$ cat src/lpmc_pkg.sv
// shared constants and types for the flash driver protection/mode control
// assumes a single 40 MHz clock domain; analog monitors arrive as raw levels
package lpmc_pkg;
  localparam int CLK_HZ = 40000000;
  localparam int PWM_HZ = 31250;
  localparam int PWM_SLOTS = 16;
  localparam int PWM_SLOT_CYC = CLK_HZ / PWM_HZ / PWM_SLOTS;
  localparam int MS_CYC = CLK_HZ / 1000;
  localparam int SCL_TO_MIN_MS = 35;
  localparam int SCL_TO_MAX_MS = 100;
  localparam int SHORT_UA_NORM = 14000;
  localparam int SHORT_UA_BOOST = 15600;
  localparam int SHORT_FILT = 8;
  localparam logic [1:0] MODE_OFF = 2'h0;
  localparam logic [1:0] MODE_IND = 2'h1;
  localparam logic [1:0] MODE_ASSIST = 2'h2;
  localparam logic [1:0] MODE_FLASH = 2'h3;
  // synchroniser bit positions
  localparam int SY_SCL = 0;
  localparam int SY_STB = 1;
  localparam int SY_UV = 2;
  localparam int SY_OT = 3;
  localparam int SY_SC0 = 4;
  localparam int SY_RDY = 6;
  localparam int SY_W = 7;
  typedef enum logic [1:0] {
    ST_SHDN = 2'b00,
    ST_ACT = 2'b01,
    ST_OTEMP = 2'b10
  } lpmc_state_t;
  typedef struct packed {
    logic [1:0] mode;
    logic out_en;
    logic cv;
    logic trig_en;
    logic trig_lvl;
    logic boost;
    logic [3:0] fto;
    logic [1:0] duty;
    logic [7:0] lvl1;
    logic [7:0] lvl2;
  } lpmc_cfg_t;
  localparam lpmc_cfg_t CFG_DEFAULT = '0;
endpackage : lpmc_pkg

$ cat src/lpmc_tick_if.sv
// timebase signals passed from the divider to the controller
// assumes both ends run on mclk
interface lpmc_tick_if;
  logic ms_tick;
  logic [3:0] pwm_slot;
  modport src (output ms_tick, output pwm_slot);
  modport snk (input ms_tick, input pwm_slot);
endinterface : lpmc_tick_if
$ cat src/lpmc_ctrl.sv
// mode selection, flash timer and fault reaction of the led flash driver
// assumes settings come from the i2c register engine on mclk (cfg_wr strobe)
// and that monitor pins are asynchronous levels from the analog side
module lpmc_ctrl import lpmc_pkg::*; #(
  parameter int MS_CYCLES = MS_CYC,
  parameter int ILSB_UA = 8000,
  parameter int FT_STEP_MS = 10
) (
  input wire logic mclk,
  input wire logic rst_n,
  input wire logic scl_pin,
  input wire logic strobe_pin,
  input wire logic uvlo_pin,
  input wire logic overtemp_pin,
  input wire logic [1:0] short_pin,
  input wire logic conv_ready_pin,
  input wire logic cfg_wr,
  input wire logic [1:0] cfg_mode_sel,
  input wire logic cfg_out_en,
  input wire logic cfg_cv_mode,
  input wire logic cfg_trig_en,
  input wire logic cfg_trig_level,
  input wire logic cfg_boost,
  input wire logic [3:0] cfg_flash_to_sel,
  input wire logic [1:0] cfg_ind_duty,
  input wire logic [7:0] sink1_current_level,
  input wire logic [7:0] sink2_current_level,
  input wire logic fault_rd,
  output logic [1:0] mode_sel,
  output logic out_en,
  output logic conv_en,
  output logic [1:0] sink_pins_en,
  output logic [7:0] sink1_code,
  output logic [7:0] sink2_code,
  output logic fault_short,
  output logic fault_overtemp,
  output logic fault_timeout,
  output logic i2c_rst_n,
  output logic shutdown
);
  if (ILSB_UA < 1 || ILSB_UA > 65000 || FT_STEP_MS < 1
      || FT_STEP_MS * 16 > 1023) begin : g_chk
    $error("lpmc_ctrl parameter out of range");
  end

  localparam logic [6:0] SCL_LIM = 7'(SCL_TO_MAX_MS);
  localparam logic [2:0] SC_LAST = 3'(SHORT_FILT - 1);

  typedef struct packed {
    logic [SY_W-1:0] sy1;
    logic [SY_W-1:0] sy2;
    logic strobe_d;
    lpmc_state_t st;
    lpmc_cfg_t cfg;
    logic f_short;
    logic f_ot;
    logic f_to;
    logic [1:0] ch_off;
    logic flash;
    logic [9:0] ftimer;
    logic [6:0] scl_ms;
    logic [1:0][2:0] sc_cnt;
    logic conv_en;
    logic [1:0] sink_en;
    logic [1:0][7:0] code;
    logic rel;
    logic shdn;
  } lpmc_ctrl_state_t;

  localparam lpmc_ctrl_state_t ST_RESET = '{st: ST_SHDN, shdn: 1'b1,
                                            default: '0};

  lpmc_tick_if tk ();
  lpmc_tick #(.MS_CYCLES(MS_CYCLES)) u_tick (
    .mclk(mclk),
    .rst_n(rst_n),
    .tk(tk.src)
  );

  function automatic logic above_thr(input logic [7:0] c, input logic b);
    return (24'(c) * 24'(ILSB_UA))
           > (b ? 24'(SHORT_UA_BOOST) : 24'(SHORT_UA_NORM));
  endfunction : above_thr

  function automatic logic [9:0] flash_dur(input logic [3:0] f);
    return 10'({6'h0, f} + 10'h1) * 10'(FT_STEP_MS);
  endfunction : flash_dur

  // current code actually used in each mode
  function automatic logic [7:0] eff_code(input logic [1:0] m,
                                          input logic [7:0] l);
    unique case (m)
      MODE_IND: return {2'b00, l[5:0]};
      MODE_ASSIST: return {1'b0, l[6:0]};
      MODE_FLASH: return l;
      MODE_OFF: return 8'h00;
    endcase
  endfunction : eff_code

  lpmc_ctrl_state_t r_reg;
  lpmc_ctrl_state_t r_next;
  lpmc_cfg_t cfg_in;
  logic scl, strobe, uvlo, ot, ready, strobe_rise, armed, scl_to, act, pwm_on;
  logic [1:0] watch, trip, live;

  assign scl = r_reg.sy2[SY_SCL];
  assign strobe = r_reg.sy2[SY_STB];
  assign uvlo = r_reg.sy2[SY_UV];
  assign ot = r_reg.sy2[SY_OT];
  assign ready = r_reg.sy2[SY_RDY];
  assign strobe_rise = strobe && !r_reg.strobe_d;
  assign armed = r_reg.cfg.mode != MODE_OFF && r_reg.cfg.out_en;
  assign scl_to = armed && !scl && r_reg.scl_ms == SCL_LIM;
  assign live = ~r_reg.ch_off & {|r_reg.cfg.lvl2, |r_reg.cfg.lvl1};
  assign cfg_in = '{mode: cfg_mode_sel, out_en: cfg_out_en,
                    cv: cfg_cv_mode, trig_en: cfg_trig_en,
                    trig_lvl: cfg_trig_level, boost: cfg_boost,
                    fto: cfg_flash_to_sel, duty: cfg_ind_duty,
                    lvl1: sink1_current_level, lvl2: sink2_current_level};

  // comparator is only trusted once the converter is up and current flows
  for (genvar i = 0; i < 2; i++) begin : g_sc
    assign watch[i] = r_reg.sy2[SY_SC0+i] && ready && r_reg.sink_en[i]
                      && above_thr(r_reg.code[i], r_reg.cfg.boost);
    assign trip[i] = watch[i] && r_reg.sc_cnt[i] == SC_LAST;
  end

  always_comb begin
    r_next = r_reg;
    r_next.sy1 = {conv_ready_pin, short_pin, overtemp_pin, uvlo_pin,
                  strobe_pin, scl_pin};
    r_next.sy2 = r_reg.sy1;
    r_next.strobe_d = strobe;
    if (fault_rd) begin
      r_next.f_short = 1'b0;
      r_next.f_ot = 1'b0;
      r_next.f_to = 1'b0;
    end
    if (armed && !scl) begin
      if (tk.ms_tick && r_reg.scl_ms != SCL_LIM) begin
        r_next.scl_ms = r_reg.scl_ms + 7'h1;
      end
    end else begin
      r_next.scl_ms = 7'h0;
    end
    if (!armed) begin
      r_next.ch_off = 2'b00;
    end
    for (int i = 0; i < 2; i++) begin
      if (!watch[i]) begin
        r_next.sc_cnt[i] = 3'h0;
      end else if (!trip[i]) begin
        r_next.sc_cnt[i] = r_reg.sc_cnt[i] + 3'h1;
      end
    end
    unique case (r_reg.st)
      ST_SHDN: begin
        r_next.cfg = CFG_DEFAULT;
        r_next.flash = 1'b0;
        if (scl && !uvlo) begin
          r_next.st = ST_ACT;
          r_next.scl_ms = 7'h0;
        end
      end
      ST_OTEMP: begin
        r_next.flash = 1'b0;
        if (cfg_wr) begin
          r_next.cfg = cfg_in;
        end
        if (!ot) begin
          r_next.st = ST_ACT;
          if (r_reg.cfg.cv) begin
            r_next.cfg.mode = MODE_OFF;
            r_next.cfg.out_en = 1'b0;
          end
        end
      end
      ST_ACT: begin
        if (cfg_wr) begin
          r_next.cfg = cfg_in;
        end
        if (ot) begin
          // settings kept so that the block can resume by itself when cv is clear; with cv set, mode and out_en are cleared on exit
          r_next.st = ST_OTEMP;
          r_next.f_ot = 1'b1;
          r_next.flash = 1'b0;
        end else begin
          if (!(armed && r_reg.cfg.mode == MODE_FLASH)) begin
            r_next.flash = 1'b0;
          end else if (!r_reg.flash) begin
            if (!r_reg.cfg.trig_en
                || (r_reg.cfg.trig_lvl ? strobe : strobe_rise)) begin
              r_next.flash = 1'b1;
              r_next.ftimer = 10'h0;
            end
          end else if (r_reg.cfg.trig_en && r_reg.cfg.trig_lvl
                       && !strobe) begin
            r_next.flash = 1'b0;
          end else if (r_reg.ftimer >= flash_dur(r_reg.cfg.fto)) begin
            r_next.flash = 1'b0;
            if (!r_reg.cfg.trig_en || r_reg.cfg.trig_lvl) begin
              r_next.f_to = 1'b1;
              r_next.cfg.mode = MODE_OFF;
              r_next.cfg.out_en = 1'b0;
            end
          end else if (tk.ms_tick) begin
            r_next.ftimer = r_reg.ftimer + 10'h1;
          end
          if (|trip) begin
            r_next.f_short = 1'b1;
            if ((live & ~trip) != 2'b00) begin
              r_next.ch_off = r_reg.ch_off | trip;
            end else begin
              r_next.cfg.mode = MODE_OFF;
              r_next.cfg.out_en = 1'b0;
              r_next.flash = 1'b0;
            end
          end
        end
      end
      default: begin
        r_next.st = ST_SHDN;
      end
    endcase
    if (scl_to || uvlo) begin
      r_next.st = ST_SHDN;
      r_next.cfg = CFG_DEFAULT;
      r_next.flash = 1'b0;
    end
    // outputs follow the settled next state so a fault acts in one edge
    act = r_next.st == ST_ACT && r_next.cfg.out_en
          && r_next.cfg.mode != MODE_OFF
          && (r_next.cfg.mode != MODE_FLASH || r_next.flash);
    pwm_on = tk.pwm_slot <= {2'b00, r_next.cfg.duty};
    for (int i = 0; i < 2; i++) begin
      r_next.sink_en[i] = act && !r_next.ch_off[i]
                          && (r_next.cfg.mode != MODE_IND || pwm_on);
      r_next.code[i] = r_next.sink_en[i]
          ? eff_code(r_next.cfg.mode, i == 0 ? r_next.cfg.lvl1
                                             : r_next.cfg.lvl2)
          : 8'h00;
    end
    r_next.conv_en = act && r_next.ch_off != 2'b11;
    r_next.rel = r_next.st != ST_SHDN;
    r_next.shdn = r_next.st == ST_SHDN;
  end

  always_ff @(posedge mclk or negedge rst_n) begin
    if (!rst_n) begin
      r_reg <= ST_RESET;
    end else begin
      r_reg <= r_next;
    end
  end

  assign mode_sel = r_reg.cfg.mode;
  assign out_en = r_reg.cfg.out_en;
  assign conv_en = r_reg.conv_en;
  assign sink_pins_en = r_reg.sink_en;
  assign sink1_code = r_reg.code[0];
  assign sink2_code = r_reg.code[1];
  assign fault_short = r_reg.f_short;
  assign fault_overtemp = r_reg.f_ot;
  assign fault_timeout = r_reg.f_to;
  assign i2c_rst_n = r_reg.rel;
  assign shutdown = r_reg.shdn;

  logic quiet;
  logic edge_ready;
  assign quiet = r_reg.st == ST_ACT && !uvlo && !ot && !scl_to;
  assign edge_ready = quiet && armed && r_reg.cfg.mode == MODE_FLASH
                      && r_reg.cfg.trig_en && !r_reg.cfg.trig_lvl
                      && !r_reg.flash && trip == 2'b00;
endmodule : lpmc_ctrl

$ cat src/lpmc_tick.sv
// divider: 1 ms enable pulse and the 16-slot indicator pwm phase
// assumes mclk at 40 MHz; 16 slots of 80 cycles give a 31.25 kHz pwm period
module lpmc_tick import lpmc_pkg::*; #(
  parameter int MS_CYCLES = MS_CYC
) (
  input wire logic mclk,
  input wire logic rst_n,
  lpmc_tick_if.src tk
);
  if (MS_CYCLES < 2 || MS_CYCLES > 65536) begin : g_chk
    $error("MS_CYCLES out of range");
  end

  typedef struct packed {
    logic [15:0] ms_cnt;
    logic ms_tick;
    logic [6:0] sub;
    logic [3:0] slot;
  } lpmc_tick_state_t;

  lpmc_tick_state_t r_reg;
  lpmc_tick_state_t r_next;

  always_comb begin
    r_next = r_reg;
    r_next.ms_tick = 1'b0;
    if (r_reg.ms_cnt == 16'(MS_CYCLES - 1)) begin
      r_next.ms_cnt = 16'h0;
      r_next.ms_tick = 1'b1;
    end else begin
      r_next.ms_cnt = r_reg.ms_cnt + 16'h1;
    end
    if (r_reg.sub == 7'(PWM_SLOT_CYC - 1)) begin
      r_next.sub = 7'h0;
      r_next.slot = r_reg.slot + 4'h1;
    end else begin
      r_next.sub = r_reg.sub + 7'h1;
    end
  end

  always_ff @(posedge mclk or negedge rst_n) begin
    if (!rst_n) begin
      r_reg <= '0;
    end else begin
      r_reg <= r_next;
    end
  end

  assign tk.ms_tick = r_reg.ms_tick;
  assign tk.pwm_slot = r_reg.slot;
endmodule : lpmc_tick

$ cat config.mk
export PLATFORM = sky130hd
export DESIGN_NAME = lpmc_ctrl
export DESIGN_NICKNAME = d
export VERILOG_FILES = /design/src/lpmc_pkg.sv /design/src/lpmc_tick_if.sv /design/src/lpmc_ctrl.sv /design/src/lpmc_tick.sv
export SDC_FILE = /design/constraint.sdc
export NUM_CORES = 1
export LEC_CHECK = 0
export ABC_AREA = 1
export ABC_CLOCK_PERIOD_IN_PS = 13640
export BUFFER_PORTS_ARGS = -buffer_cell sky130_fd_sc_hd__buf_2
export CAP_MARGIN = 0
export CORE_UTILIZATION = 51
export DETAILED_ROUTE_END_ITERATION = 6
export GPL_TIMING_DRIVEN = 0
export PLACE_DENSITY = 0.66
export SLEW_MARGIN = 15
export SYNTH_ARGS = -nofsm -noshare
export SYNTH_HDL_FRONTEND = slang
export SYNTH_SLANG_ARGS = --single-unit
$ cat constraint.sdc
create_clock -name mclk -period 13.64 [get_ports mclk]
set_clock_uncertainty 0.1 [all_clocks]
set_input_delay 1.364 -clock mclk [delete_from_list [all_inputs] [get_ports mclk]]
set_output_delay 1.364 -clock mclk [all_outputs]
set_load 0.01 [all_outputs]
# After elaboration in Yosys (flattened, before gate mapping)
# Cells that the tools add are included.
classes:
  addsub: 8
  order_cmp: 4
  n_mux: 59
  n_bitwise: 6
  n_eq_ne: 21
  reduce_logical: 51
  multipliers: 3
ops:
  columns: ["op", "n"]
  rows:
  - ["$pmux 29 s3", 1]
  - ["$pmux 8 s4", 2]
  - ["$mux 3", 16]
  - ["$mux 7", 5]
  - ["$mux 31", 1]
  - ["$mul 8x7->15 const B", 2]
  - ["$mux 10", 3]
  - ["$mux 29", 1]
  - ["$logic_and 1x1->1", 25]
  - ["$gt 21x24->1", 1]
  - ["$mux 11", 2]
  - ["$gt 21x14->1", 1]
  - ["$add 16x1->16 const B", 1]
  - ["$eq 16x16->1 const B", 1]
  - ["$mux 1", 16]
  - ["$mux 16", 1]
  - ["$mux 8", 2]
  - ["$reduce_or 8->1", 2]
  - ["$add 7x1->7 const B", 2]
  - ["$eq 7x7->1 const B", 2]
  - ["$mux 12", 1]
  - ["$ne 2x2->1 const B", 6]
  - ["$add 10x1->10 const B", 1]
  - ["$ge 10x9->1", 1]
  - ["other kinds (25)", 56]
word_totals:
  wordCells: 185
  regBits: 124

# Longest topological paths before layout
logic_depth:
  depth_word: 19
  mapped_depth: 30

# Modules after synthesis
# From an unflattened synthesis, not the netlist that was laid out.
hier_totals:
  hier_cells: 1178
  hier_area_um2: 9532.9
by_module_without_submodules:
  columns: ["module", "area_per_inst_um2", "n_inst", "seq_area_each_um2", "cells_each"]
  rows:
  - ["lpmc_ctrl", 8071.5, 1, 2403.6, 1002]
  - ["lpmc_tick", 1461.4, 1, 700.7, 176]

# Worst setup path after synthesis
# No wires, ideal clock.
synth_timing:
  path_kind: "flip-flop to flip-flop"
  start: "reg r_reg (netlist bit sink1_code[1])"
  end: "reg r_reg (netlist bit sink2_code[0])"
  path_buffers: 0
  synth_period_minus_slack_ps: 4859
  path_stages_with_launch: 27
  slack_ps: 8781
  t_arrival_ps: 4685
  cell_sequence: "dfrtp_1 fa_1 inv_1 fa_1 fa_1 fa_1 inv_1 ha_1 a21oi_1 nor2_1 nor2_1 nand2_1 nand2_1 nand2_1 nor2_1 nand4_1 nand3_1 nand2_1 nand3_2 nand2_2 nand2_2 nand2_2 nand2_2 nand3_2 a21oi_4 nand4_4 nor2_1"
synth_rtl:
  columns: ["item", "line_no", "source"]
  rows:
  - ["from (decl)", "lpmc_ctrl.sv:100", "lpmc_ctrl_state_t r_reg;"]
  - ["from (signal assigned)", "lpmc_ctrl.sv:252", "r_reg <= r_next;"]

==> impl_metrics.toml <==
[outcome]
result_of_the_run = "finished, violations left"
violations = "design-rule violations"

[power]
fraction_of_power_consumed_by_sequential_logic_pct = 43.5
clkPwrFrac_pct = 51.3
power.density_nw_per_um2 = 83.2
sw_ratio_pct = 23.5
part_of_the_total_power_dissipated_in_combinational_logic_pct = 5.2
vdd_drop_max_mv = 0.0834
net-switching-power_uw = 204
p_leak_nw = 5.73
total_power_uw = 868
power_report.internal_total_uw = 664

[logic_synthesis]
yosysSeqAreaShare_pct = 33.7
syn_inst = 1110
synth_edf_count = 0
synth_area_per_cell_sq_um = 8.29
synth_cell_type_count = 46
yosys_warnings = 0
synth_register_bits = 124
synth_nets = 1298
synth-main-ff-cell = "sky130_fd_sc_hd__dfrtp_1"
synth.cell_area_sq_um = 9210
synth-async-reset-ratio_pct = 100

[critical_path]
crit_type = "register to register"
worst-endpoint-arrival_ns = 5.82
critPathRequiredTime_ns = 13.88
path_max_fanout = 9
setup.worst_path.start_class = "register"
crit_path_end_kind = "register"
cpMaxStageDelayCell = "sky130_fd_sc_hd__fa_1"
max_incr_delay_on_cp_ns = 0.57
worst_path_most_repeated_cell = "sky130_fd_sc_hd__nand2_1"

[route]
detail-route-antenna-nets = 0
via_per_inst = 5.04
drt-pass1-iter-count = 7
detailed_route_drc_error_count = 16
wl_per_cell_microns = 13.3
num_vias = 7232
drt_iter0_drc = 556
wl_microns = 19100

[global_routing]
grt_pass1_vias = 6816
grt_antenna_before_repair = 0
grtUsageTotal_pct = 22.4
grt_pass1_wl_microns = 32100
grt_max_degree = 65
global_route.overflow_total = 0

[sta]
max_slew.worst_pin.slew_ns = 0.621
timing.final.max_slew_violations = 0
hold_violations = 0
post-route-period-util_pct = 41.0
setup-tns-final_ns = 0
max_freq_ghz = 0.179
normalized_max_slew_margin_pct = 58.2
setup_viol_count_final = 0
timing.final.crit_period_ns = 5.59
grt_setup_unrepaired = "false"

[clocking]
cts_setup_buffers = 0
cts_tree = "yes"
cts.clk_slew.worst_paths_ns = 0.06
cts.sinks = 124
cts_made_buffers = 17
cts_hold_repair.buffers = 0
postCtsResizedCells = 0
worst_skew_pair.late_latency_ns = 0.42
cts.path.max_buffers = 2
clockRootBuffer = "sky130_fd_sc_hd__clkbuf_16"
clock_tree.htree_level_count = 4

[die]
initial_core_utilization_pct = 52.7
fp.coreArea_sq_um = 17500
die_height_microns = 136
row_count = 48
die_width_microns = 136
die_area_sq_um = 18600
top_level_ports = 67

[layout]
finish.net_count = 1384
syn2layout_area_growth_pct = 13.4
largest_register_ffs = 60
layout.cells.most_common = "sky130_fd_sc_hd__inv_1"
mostFrequentLayoutCells = "sky130_fd_sc_hd__inv_1, sky130_fd_sc_hd__nand2_1, sky130_fd_sc_hd__dfrtp_1"
antenna-diode-count = 0
post_route_cells_drive_above_1_share_pct = 12.1
fin_util_pct = 59.7

[hold_path]
hold_class = "register to register"

[placement]
buffer_ports.inserted = 66
gp_congestion = 0.900
hpwlAfterDp_microns = 14800

[job]
maxCapViolations = 0
-- metrics by stage --
step	instances	worst slack (ns)	instance area, sq um	hold slack, ns
3_3_place_gp	1401	8.09	9820	0.233
5_1_grt	1434	7.66	10400	0.263
2_1_floorplan	1110	8.78	9210	0.231
3_5_place_dp	1402	8.06	9850	0.235
6_report	1434	8.05	10400	0.249
4_1_cts	1434	8.05	10400	0.251
-- cells in the mapped netlist (7+ instances only) --
cell type                  instances  area [sq um]
sky130_fd_sc_hd__a21oi_1          57           285
sky130_fd_sc_hd__buf_4            20           150
sky130_fd_sc_hd__clkbuf_1          7          26.3
sky130_fd_sc_hd__dfrtp_1         123          3080
sky130_fd_sc_hd__fa_1             44           881
sky130_fd_sc_hd__ha_1            104          1300
sky130_fd_sc_hd__inv_1           223           837
sky130_fd_sc_hd__nand2_1         191           717
sky130_fd_sc_hd__nand2_2           7          43.8
sky130_fd_sc_hd__nand3_1          52           260
sky130_fd_sc_hd__nand3_2           7          70.1
sky130_fd_sc_hd__nand4_1           9          56.3
sky130_fd_sc_hd__nor2_1          114           428
sky130_fd_sc_hd__nor3_1           16          80.1
sky130_fd_sc_hd__nor4_1           10          62.6
sky130_fd_sc_hd__o21ai_0          34           170
sky130_fd_sc_hd__o22ai_1          17           106
sky130_fd_sc_hd__xnor2_1           8          70.1
sky130_fd_sc_hd__xor2_1           15           131
-- kinds of logic after synthesis --
group,after synthesis,share of synthesized area [%]
adders and majority gates,148,23.7
DFF,124,33.7
and+or+nand+nor,426,20.6
muxes,1,0.109
buffers and inverters,253,11.1
xor gates and xnor gates,23,2.19
AOI/OAI and AO/OA,135,8.58
-- path summary, 6_finish.rpt --
check	depth (start not counted)	to	startpoint	slack [ns]
min in group asynchronous	1	r_reg[41]$_DFFE_PN0P_	rst_n	0.81
hold / removal	0	r_reg[86]$_DFF_PN0_	r_next[86]$_DFF_PN0_	0.25
max in group asynchronous	2	shutdown$_DFF_PN1_	rst_n	11.92
setup / recovery	26	sink2_code[7]$_DFF_PN0_	sink1_code[1]$_DFF_PN0_	8.05
setup reg to reg	26	sink2_code[7]$_DFF_PN0_	sink1_code[1]$_DFF_PN0_	8.05
hold reg to reg	0	r_reg[86]$_DFF_PN0_	r_next[86]$_DFF_PN0_	0.25
-- area by class of cell --
cell class | instances | area, sq um
Buffer | 28 | 181
Clock buffer | 20 | 447
Clock inverter | 12 | 139
Fill cell | 1579 | 7040
Inverter | 225 | 845
Multi-Input combinational cell | 733 | 5070
Sequential cell | 124 | 3100
Tap cell | 225 | 282
Timing Repair Buffer | 67 | 364
-- power groups by stage --
stage / sequential, mW / clock [mW] / combinational, mW
final: 0.378 / 0.445 / 0.0452
after CTS: 0.378 / 0.454 / 0.0456
after detailed placement: 0.384 / 0 / 0.0453
after global routing: 0.378 / 0.471 / 0.0515
after global placement: 0.384 / 0 / 0.0437
after floorplan: 0.384 / 0 / 0.0217
-- critical path: cells and delay by family (launching register included) --
| kind | cells | cell delay [ns] |
|---|---|---|
| adder cells (fa/ha/maj) | 5 | 2.40 |
| AND/OR/NAND/NOR | 17 | 1.86 |
| AO/OA/AOI/OAI | 2 | 0.54 |
| flip-flops | 1 | 0.50 |
| buffers and inverters | 2 | 0.09 |
-- metal layers --
metal  global-route usage [%]  share of wire, %  up-vias
met4                     6.11               1.0        0
met1                     32.1                50     3391
met5                        0                 0        -
met2                     35.0                45      135
met3                     3.47               4.1       14
li1                         -                 -     3692
Note: power is estimated with default switching activity, not from simulation.
